--- src/design/uisr_defines.svh ---
// Offsets, field positions, reset values and pipe count of the status block
`ifndef UISR_DEFINES_SVH
`define UISR_DEFINES_SVH
// Register byte addresses
`define UISR_OFF_STATUS 8'h40
`define UISR_OFF_ENABLE 8'h44
`define UISR_OFF_IRQ_STAT 8'h48
`define UISR_OFF_IRQ_MASK 8'h4C
// Field positions of the primary status word
`define UISR_BIT_VBUS_EV 15
`define UISR_BIT_RESUME_EV 14
`define UISR_BIT_FRAME_EV 13
`define UISR_BIT_STATE_EV 12
`define UISR_BIT_CTRL_EV 11
`define UISR_BIT_EMPTY_SUM 10
`define UISR_BIT_NOT_READY_SUMMARY_SUM 9
`define UISR_BIT_READY_SUM 8
`define UISR_BIT_VBUS_LVL 7
`define UISR_BIT_SETUP 3
// Reset values
`define UISR_RST_ENABLE 16'h0000
`define UISR_RST_MASK 8'h00
// Pipe count
`define UISR_PIPES 8
`endif

--- src/design/uisr_pkg.sv ---
// Types shared by the status block
package uisr_pkg;
  // Event strobes from the USB core
  typedef struct packed {
    logic vbus_change;
    logic resume;
    logic frame_refresh;
    logic state_change;
    logic ctrl_stage_change;
    logic setup_received;
  } uisr_events_t;
  // Live state fields from the USB core
  typedef struct packed {
    logic [2:0] usb_dev_state;
    logic [2:0] ctrl_stage_code;
  } uisr_live_t;
  // Bus register selector for ack and error decode
  typedef enum logic [1:0] {
    UISR_SEL_NONE = 2'b00,
    UISR_SEL_STATUS = 2'b01,
    UISR_SEL_ENABLE = 2'b11,
    UISR_SEL_IRQ = 2'b10
  } uisr_sel_t;
  // Wishbone request
  typedef struct packed {
    logic cyc;
    logic stb;
    logic we;
    logic [7:0] adr;
    logic [3:0] sel;
    logic [31:0] dat;
  } uisr_wb_req_t;
endpackage : uisr_pkg

--- src/design/uisr_sync3.sv ---
// Three-stage synchroniser with agreement of the last two stages
module uisr_sync3 (
  // Clock and reset
  input wire logic clk_i,
  input wire logic rst_i,
  // Asynchronous level in, synchronised level out
  input wire logic async_i,
  output logic level_o
);
  logic s1_r;
  logic s2_r;
  logic s3_r;
  // Shift chain; first stage feeds only the second
  always_ff @(posedge clk_i) begin
    if (rst_i) begin
      s1_r <= 1'b0;
      s2_r <= 1'b0;
      s3_r <= 1'b0;
    end else begin
      s1_r <= async_i;
      s2_r <= s1_r;
      s3_r <= s2_r;
    end
  end
  // Output moves only when the last two stages agree
  always_ff @(posedge clk_i) begin
    if (rst_i) begin
      level_o <= 1'b0;
    end else if (s2_r == s3_r) begin
      level_o <= s3_r;
    end
  end
endmodule : uisr_sync3

--- src/design/uisr_sticky.sv ---
// Sticky event flag, set wins over clear
module uisr_sticky (
  // Clock and reset
  input wire logic clk_i,
  input wire logic rst_i,
  // Set and clear strobes
  input wire logic set_i,
  input wire logic clr_i,
  // Flag
  output logic flag_o
);
  // Set wins so an event in the clearing cycle is kept
  always_ff @(posedge clk_i) begin
    if (rst_i) begin
      flag_o <= 1'b0;
    end else if (set_i) begin
      flag_o <= 1'b1;
    end else if (clr_i) begin
      flag_o <= 1'b0;
    end
  end
endmodule : uisr_sticky

--- src/design/uisr_status.sv ---
// Primary USB interrupt status register with Wishbone slave and interrupt
`include "uisr_defines.svh"

////////////////////////////////////////////////////////////////////////////
// Contract
// Bit 15 set on VBUS change, software clearable.
// Bit 14 set on resume event, software clearable.
// Bit 13 set on frame refresh, cleared only by writing 0.
// Bit 12 set on device state transition, cleared by writing 0.
// Bit 11 set on control stage transition, cleared by writing 0.
// Bit 10 read-only, set while any pipe buffer-empty pending.
// Bit 9 read-only, set while any pipe not-ready pending.
// Bit 8 read-only, set while any pipe buffer-ready pending.
// Summaries clear only after every per-pipe factor is cleared.
// Bit 7 read-only, shows current VBUS pin level.
// VBUS level has no hardware debounce; software filters bounce.
// Bits 6:4 read-only device state; 1xx means suspended.
// Bit 3 set on setup packet, cleared by writing 0.
// Bits 2:0 read-only control stage code.
// Host clears several event flags by separate writes 100 ns apart.
// Enable bits gate each status event onto the low interrupt pin.
// Disabled state event suppresses flag only; state field still moves. Here the flag still sets; the enable gates only the pin.
// Writing 1 to a flag keeps it; read-only field writes ignored.
module uisr_status #(
  parameter int PIPES = `UISR_PIPES
) (
  // Clock and reset
  input wire logic clk_i,
  input wire logic rst_i,
  // Wishbone slave
  input wire logic cyc_i,
  input wire logic stb_i,
  input wire logic we_i,
  input wire logic [7:0] adr_i,
  input wire logic [3:0] sel_i,
  input wire logic [31:0] dat_i,
  output logic [31:0] dat_o,
  output logic ack_o,
  output logic err_o,
  // USB core events and state
  input wire uisr_pkg::uisr_events_t events_i,
  input wire uisr_pkg::uisr_live_t live_i,
  input wire logic vbus_pin_i,
  // Per-pipe pending factors
  input wire logic [PIPES-1:0] empty_per_pipe_status_i,
  input wire logic [PIPES-1:0] notready_per_pipe_status_i,
  input wire logic [PIPES-1:0] ready_per_pipe_status_i,
  // Interrupt outputs
  output logic irq_n_o,
  output logic irq_o
);

  ////////////////////////////////////////////////////////////////////////////
  // Bus decode

  uisr_pkg::uisr_wb_req_t req;
  uisr_pkg::uisr_sel_t rsel;
  logic access;
  logic wr_stat;
  logic wr_en;
  logic wr_istat;
  logic wr_imask;

  // Offset to register selector, used by ack and by error decode
  function automatic uisr_pkg::uisr_sel_t decode(input logic [7:0] a);
    case (a)
      `UISR_OFF_STATUS: decode = uisr_pkg::UISR_SEL_STATUS;
      `UISR_OFF_ENABLE: decode = uisr_pkg::UISR_SEL_ENABLE;
      `UISR_OFF_IRQ_STAT: decode = uisr_pkg::UISR_SEL_IRQ;
      `UISR_OFF_IRQ_MASK: decode = uisr_pkg::UISR_SEL_IRQ;
      default: decode = uisr_pkg::UISR_SEL_NONE;
    endcase
  endfunction : decode

  // Gather request; access is a new strobe not yet answered
  always_comb begin
    req = '{cyc: cyc_i, stb: stb_i, we: we_i, adr: adr_i, sel: sel_i,
      dat: dat_i};
    rsel = decode(req.adr);
    access = req.cyc && req.stb && !ack_o && !err_o;
    wr_stat = access && req.we && req.sel[1] && req.sel[0]
      && req.adr == `UISR_OFF_STATUS;
    wr_en = access && req.we && req.adr == `UISR_OFF_ENABLE;
    wr_istat = access && req.we && req.sel[0]
      && req.adr == `UISR_OFF_IRQ_STAT;
    wr_imask = access && req.we && req.sel[0]
      && req.adr == `UISR_OFF_IRQ_MASK;
  end

  ////////////////////////////////////////////////////////////////////////////
  // Live inputs

  logic vbus_level;
  logic vbus_level_d_r;

  // Three-flop crossing with two-stage agreement; no further bounce filter on purpose
  uisr_sync3 u_vbus_sync (
    .clk_i(clk_i),
    .rst_i(rst_i),
    .async_i(vbus_pin_i),
    .level_o(vbus_level)
  );

  // Previous level, used only to spot a VBUS edge of its own
  always_ff @(posedge clk_i) begin
    if (rst_i) begin
      vbus_level_d_r <= 1'b0;
    end else begin
      vbus_level_d_r <= vbus_level;
    end
  end

  ////////////////////////////////////////////////////////////////////////////
  // Enable register

  // Bits 15:11 gate events, bits 10:8 gate summaries, bit 3 gates setup
  logic [15:0] irq_enable_primary_r;

  always_ff @(posedge clk_i) begin
    if (rst_i) begin
      irq_enable_primary_r <= `UISR_RST_ENABLE;
    end else if (wr_en) begin
      if (req.sel[0]) begin
        irq_enable_primary_r[7:0] <= req.dat[7:0];
      end
      if (req.sel[1]) begin
        irq_enable_primary_r[15:8] <= req.dat[15:8];
      end
    end
  end

  ////////////////////////////////////////////////////////////////////////////
  // Sticky event flags

  localparam int NFLAG = 6;
  logic [NFLAG-1:0] flag_set;
  logic [NFLAG-1:0] flag_clr;
  logic [NFLAG-1:0] flag;
  logic vbus_event_flag;
  logic resume_event_flag;
  logic frame_refresh_flag;
  logic state_change_flag;
  logic ctrl_stage_change_flag;
  logic setup_flag;

  // A VBUS event is a core strobe or an edge on the synced level
  // State event enable only gates the pin; the flag and the live field still move
  always_comb begin
    flag_set[5] = events_i.vbus_change
      || (vbus_level != vbus_level_d_r);
    flag_set[4] = events_i.resume;
    flag_set[3] = events_i.frame_refresh;
    flag_set[2] = events_i.state_change;
    flag_set[1] = events_i.ctrl_stage_change;
    flag_set[0] = events_i.setup_received;
    // A zero written clears, a one leaves the flag as it was
    flag_clr[5] = wr_stat && !req.dat[`UISR_BIT_VBUS_EV];
    flag_clr[4] = wr_stat && !req.dat[`UISR_BIT_RESUME_EV];
    flag_clr[3] = wr_stat && !req.dat[`UISR_BIT_FRAME_EV];
    flag_clr[2] = wr_stat && !req.dat[`UISR_BIT_STATE_EV];
    flag_clr[1] = wr_stat && !req.dat[`UISR_BIT_CTRL_EV];
    flag_clr[0] = wr_stat && !req.dat[`UISR_BIT_SETUP];
  end

  // Six identical flags, each with set priority
  for (genvar g = 0; g < NFLAG; g++) begin : g_flag
    uisr_sticky u_flag (
      .clk_i(clk_i),
      .rst_i(rst_i),
      .set_i(flag_set[g]),
      .clr_i(flag_clr[g]),
      .flag_o(flag[g])
    );
  end

  assign vbus_event_flag = flag[5];
  assign resume_event_flag = flag[4];
  assign frame_refresh_flag = flag[3];
  assign state_change_flag = flag[2];
  assign ctrl_stage_change_flag = flag[1];
  assign setup_flag = flag[0];

  ////////////////////////////////////////////////////////////////////////////
  // Pipe summaries

  logic buffer_empty_summary;
  logic not_ready_summary;
  logic buffer_ready_summary;

  // Summaries fall only when every pipe factor is gone; no software clear
  always_comb begin
    buffer_empty_summary = |empty_per_pipe_status_i;
    not_ready_summary = |notready_per_pipe_status_i;
    buffer_ready_summary = |ready_per_pipe_status_i;
  end

  ////////////////////////////////////////////////////////////////////////////
  // Status word

  logic [15:0] irq_status_primary;

  // Read-only fields come straight from live state, writes never land
  always_comb begin
    irq_status_primary = 16'h0000;
    irq_status_primary[`UISR_BIT_VBUS_EV] = vbus_event_flag;
    irq_status_primary[`UISR_BIT_RESUME_EV] = resume_event_flag;
    irq_status_primary[`UISR_BIT_FRAME_EV] = frame_refresh_flag;
    irq_status_primary[`UISR_BIT_STATE_EV] = state_change_flag;
    irq_status_primary[`UISR_BIT_CTRL_EV] = ctrl_stage_change_flag;
    irq_status_primary[`UISR_BIT_EMPTY_SUM] = buffer_empty_summary;
    irq_status_primary[`UISR_BIT_NOT_READY_SUMMARY_SUM] = not_ready_summary;
    irq_status_primary[`UISR_BIT_READY_SUM] = buffer_ready_summary;
    irq_status_primary[`UISR_BIT_VBUS_LVL] = vbus_level;
    irq_status_primary[6:4] = live_i.usb_dev_state;
    irq_status_primary[`UISR_BIT_SETUP] = setup_flag;
    irq_status_primary[2:0] = live_i.ctrl_stage_code;
  end

  ////////////////////////////////////////////////////////////////////////////
  // Interrupt pin

  logic [15:0] gated;

  // Each enable bit of 15:8 and bit 3 gates the status bit of the same position
  always_comb begin
    gated = irq_status_primary & irq_enable_primary_r;
    gated[7] = 1'b0;
    gated[6:4] = 3'b000;
    gated[2:0] = 3'b000;
  end

  ////////////////////////////////////////////////////////////////////////////
  // Second-level interrupt status and mask

  // Bit 0 pin asserted, bit 1 VBUS level changed
  logic [7:0] irq_stat_r;
  logic [7:0] irq_mask_r;
  logic pin_active;

  assign pin_active = |gated;

  // Sticky status, write one to clear, set wins
  always_ff @(posedge clk_i) begin
    if (rst_i) begin
      irq_stat_r <= 8'h00;
    end else begin
      for (int i = 0; i < 8; i++) begin
        if ((i == 0 && pin_active)
            || (i == 1 && vbus_level != vbus_level_d_r)) begin
          irq_stat_r[i] <= 1'b1;
        end else if (wr_istat && req.dat[i]) begin
          irq_stat_r[i] <= 1'b0;
        end
      end
    end
  end

  // Mask register of the same layout
  always_ff @(posedge clk_i) begin
    if (rst_i) begin
      irq_mask_r <= `UISR_RST_MASK;
    end else if (wr_imask) begin
      irq_mask_r <= req.dat[7:0];
    end
  end

  // Active-low pin from the gated status; level line from sticky status
  always_ff @(posedge clk_i) begin
    if (rst_i) begin
      irq_n_o <= 1'b1;
      irq_o <= 1'b0;
    end else begin
      irq_n_o <= !pin_active;
      irq_o <= |(irq_stat_r & irq_mask_r);
    end
  end

  ////////////////////////////////////////////////////////////////////////////
  // Bus answer

  // One-cycle answer; err for an unmapped offset so software sees it
  always_ff @(posedge clk_i) begin
    if (rst_i) begin
      ack_o <= 1'b0;
      err_o <= 1'b0;
      dat_o <= 32'h0000_0000;
    end else begin
      ack_o <= access && rsel != uisr_pkg::UISR_SEL_NONE;
      err_o <= access && rsel == uisr_pkg::UISR_SEL_NONE;
      dat_o <= 32'h0000_0000;
      if (access && !req.we) begin
        case (req.adr)
          `UISR_OFF_STATUS: dat_o <= {16'h0000, irq_status_primary};
          `UISR_OFF_ENABLE: dat_o <= {16'h0000, irq_enable_primary_r};
          `UISR_OFF_IRQ_STAT: dat_o <= {24'h000000, irq_stat_r};
          `UISR_OFF_IRQ_MASK: dat_o <= {24'h000000, irq_mask_r};
          default: dat_o <= 32'h0000_0000;
        endcase
      end
    end
  end

  // The 100 ns spacing between clearing writes is kept by software; each
  // clearing write is independent, so a single write may clear many here


endmodule : uisr_status

--- config.mk ---
export PLATFORM = sky130hd
export DESIGN_NAME = uisr_status
export DESIGN_NICKNAME = d
export VERILOG_FILES = /design/src/design/uisr_pkg.sv /design/src/design/uisr_sync3.sv /design/src/design/uisr_sticky.sv /design/src/design/uisr_status.sv
export VERILOG_INCLUDE_DIRS = /design/src /design/src/design
export SDC_FILE = /design/constraint.sdc
export NUM_CORES = 1
export LEC_CHECK = 0
export ABC_AREA = 1
export BUFFER_PORTS_ARGS = -buffer_cell sky130_fd_sc_hd__buf_4
export CORE_UTILIZATION = 49
export CTS_CLUSTER_DIAMETER = 120
export DETAILED_ROUTE_END_ITERATION = 12
export PLACE_DENSITY = 0.88
export SYNTH_ARGS = -nofsm -noshare
export SYNTH_HDL_FRONTEND = slang
export SYNTH_SLANG_ARGS = --single-unit
--- constraint.sdc ---
create_clock -name clk_i -period 2.3 [get_ports clk_i]
set_input_delay 0.115 -clock clk_i [delete_from_list [all_inputs] [get_ports clk_i]]
set_output_delay 0.115 -clock clk_i [all_outputs]
set_load 0.02 [all_outputs]
==> impl_metrics.ini <==
[sta]
finalHoldViolCount = 0
period_minus_slack_ns = 1.71
report.final.setup_viol = 0
tcrit_tclk_final = 0.745
clock-skew-final_ns = 0.00444
max_freq_mhz = 584
tns_ns = 0
timing.final.ws_setup_ns = 0.587
setup_repair_after_global_routing_missed_its_margin = false
slew_violations = 0
finalHoldWorstSlack_ns = 0.0268

[floorplanning]
design.portCount = 122
floorplan.initialDensity = 0.523
floorplan.rows = 25
die_width_um = 73.9
fp.dieArea_mm2 = 0.00546
placeableCoreArea_mm2 = 0.00485
die_h_um = 73.9

[synthesis]
syn_area_mm2 = 0.00253
synth.lib_cells_used.distinct = 26
synth.ff_latch_count = 57
synth_area_per_cell_um2 = 7.18
synth_cells = 353
synth_area_leader_cell = dfxtp_1
yosysSeqAreaShare = 0.450
count_of_yosys_warnings_during_synthesis = 0
synth_largest_type_area_fraction = 0.450
synth.top_cells.by_area = dfxtp_1, nor2_1, nand2_1, a21oi_1, buf_4

[cts]
clock_tree.buffer_depth = 2
clock_sinks = 57
cts_tree = done
h-tree-depth = 3
worst_setup_hold_path_clk_slew_ns = 0.06
numCtsBuffers = 9
clock_tree.root_cell = clkbuf_8
clkLatencyLatePin_ns = 0.33

[worst_setup_path]
timing.critical_path.from_type = flip-flop
reg2reg_setup_slack_ns = 0.59
worst_r2r_end = irq_mask_r[5]
end_kind = flip-flop
crit_path_cell_trace = nor2_2 -> nand3_2 -> nor2_4 -> inv_1 -> nor2_8 -> o21ai_1 -> nor2_1
crit_family = simple AND/OR/NAND/NOR gates
crit_path_max_incr_delay_ns = 0.34
r2r_start = ack_o
critical_path_fanouts_max = 17
critical_path.slowest_cell = nor2_4
required_time_worst_endpoint_ns = 2.57
critPathKind = flip-flop to flip-flop
reg2reg_depth = 7
worstPathBufferInverterCount = 1
critPathArrivalTime_ns = 1.98

[routing]
drt-wirelength-per-cell_um = 12.2
vias_per_cell = 4.93
detailroute.via_count = 2549
detail_route.drc_violations = 0
first_pass_iteration_count_of_the_detailed_router = 4
routed_wl_um = 6320
antenna_left = 0
dr.first_iter.drc_count = 232

[cells_and_area]
antenna_cells_inserted = 0
nNetsFinal = 532
final_common_cell = buf_4
fillCellCount = 418
synthToLayoutAreaGrowth_pct = 34.1
most-common-layout-cells = buf_4, nor2_1, nand2_1
post-route-util = 0.701
layout-drive-gt1-share = 0.267

[power_and_ir_drop]
vdd.ir_drop.worst_mv = 0.405
power_density_mw_per_mm2 = 624
design_power_total_uw = 2120
power.leakage_uw = 0.00162

[grt]
grt_util_met1 = 0.279
number_of_global_route_vias_before_repair = 2327
grt_start_max_net_pins = 28
globalRouteTotalUtil = 0.249
busiest_layer = met2
grt_pass1_wl_um = 10100
grt_overflow_total = 0
fraction_of_met2_tracks_used_by_global_routing = 0.424
grt.met3_usage = 0.0796
number_of_antenna_violations_at_the_first_check_in_global_routing = 0

[min_path]
min_delay_path_depth = 3
worstHoldPathType = primary input to flip-flop
hold_end = g_flag[0].u_flag.flag_o
timing.hold.worst.start = events_i[0]

[job]
cap_violations = 0

[placed_design]
gp_congestion = 0.843
place_hpwl_um = 4560
portBuffers = 87
detailedPlace.worstSlack_ns = 0.615

[run_status]
run_status = finished clean
through the flow:
| step | std cells | instance area, um^2 |
|---|---|---|
| 2_1_floorplan | 368 | 2590 |
| 3_3_place_gp | 501 | 3190 |
| 3_5_place_dp | 501 | 3190 |
| 4_1_cts | 517 | 3400 |
| 5_1_grt | 517 | 3400 |
| 6_report | 517 | 3400 |
worst reg2reg max path, cell delays in order, from the launching register on:
cell	delay, ns
dfxtp_1	0.32
nor2_2	0.13
nand3_2	0.12
nor2_4	0.34
inv_1	0.31
nor2_8	0.24
o21ai_1	0.09
nor2_1	0.10
cells in the mapped netlist, drive strengths merged:
master,number
nor2,71
nand2,65
dfxtp,57
inv,36
o21ai,28
a21oi,27
nand3,23
buf,22
nor3,11
nand4,6
clkbuf,2
clkinv,2
a31o,1
conb,1
xor2,1
layer usage:
| metal | share of wire | vias up |
|---|---|---|
| met3 | 0.10 | 18 |
| met5 | 0 | - |
| met2 | 0.49 | 147 |
| li1 | - | 1275 |
| met1 | 0.38 | 1109 |
| met4 | 0.026 | 0 |
layout make-up:
class,instances,area (um^2),share of cell area
Clock inverter,3,40.0,0.0118
Inverter,38,143,0.0420
Timing Repair Buffer,91,686,0.202
Multi-Input combinational cell,249,1150,0.338
Tap cell,67,83.8,0.0247
Clock buffer,12,155,0.0457
Sequential cell,57,1140,0.336
worst max path at each step:
stage          start             to  cells past startpoint
3_5_place_dp   ack_o  irq_mask_r[5]                      7
6_report       ack_o  irq_mask_r[5]                      7
2_1_floorplan  ack_o  irq_stat_r[1]                      7
4_1_cts        ack_o  irq_mask_r[4]                      7
3_3_place_gp   ack_o  irq_mask_r[4]                      7
5_1_grt        ack_o  irq_mask_r[6]                      7
state kept, by name, summed over array words and instances, names as in the netlist, 2 cells and up:
register              cells
g_flag.u_flag.flag_o      6
irq_mask_r                8
irq_enable_primary_r     16
irq_stat_r                2
dat_o                    16
where the power goes:
group          switching [uW]  internal, uW  total (uW)
sequential               8.17           998        1010
clock                     374           550         924
combinational            95.3          93.7         189
total                     478          1640        2120
what timing repair did:
item	CTS	global route
hold endpoints to repair	1	0
gates resized for setup	0	0
setup buffers	0	0
hold buffers	1	0
logic make-up (layout without fill, tap and decap cells):
logic type                after synthesis  after routing  share of synthesized area
and+or+nand+nor                       176            176                      0.315
xor gates and xnor gates                1              1                    0.00346
other                                   1             16                    0.00148
DFF                                    57             57                      0.450
buffers and inverters                  62            144                      0.118
AOI/OAI and AO/OA                      56             56                      0.112
Note: power is estimated with default switching activity, not from simulation.
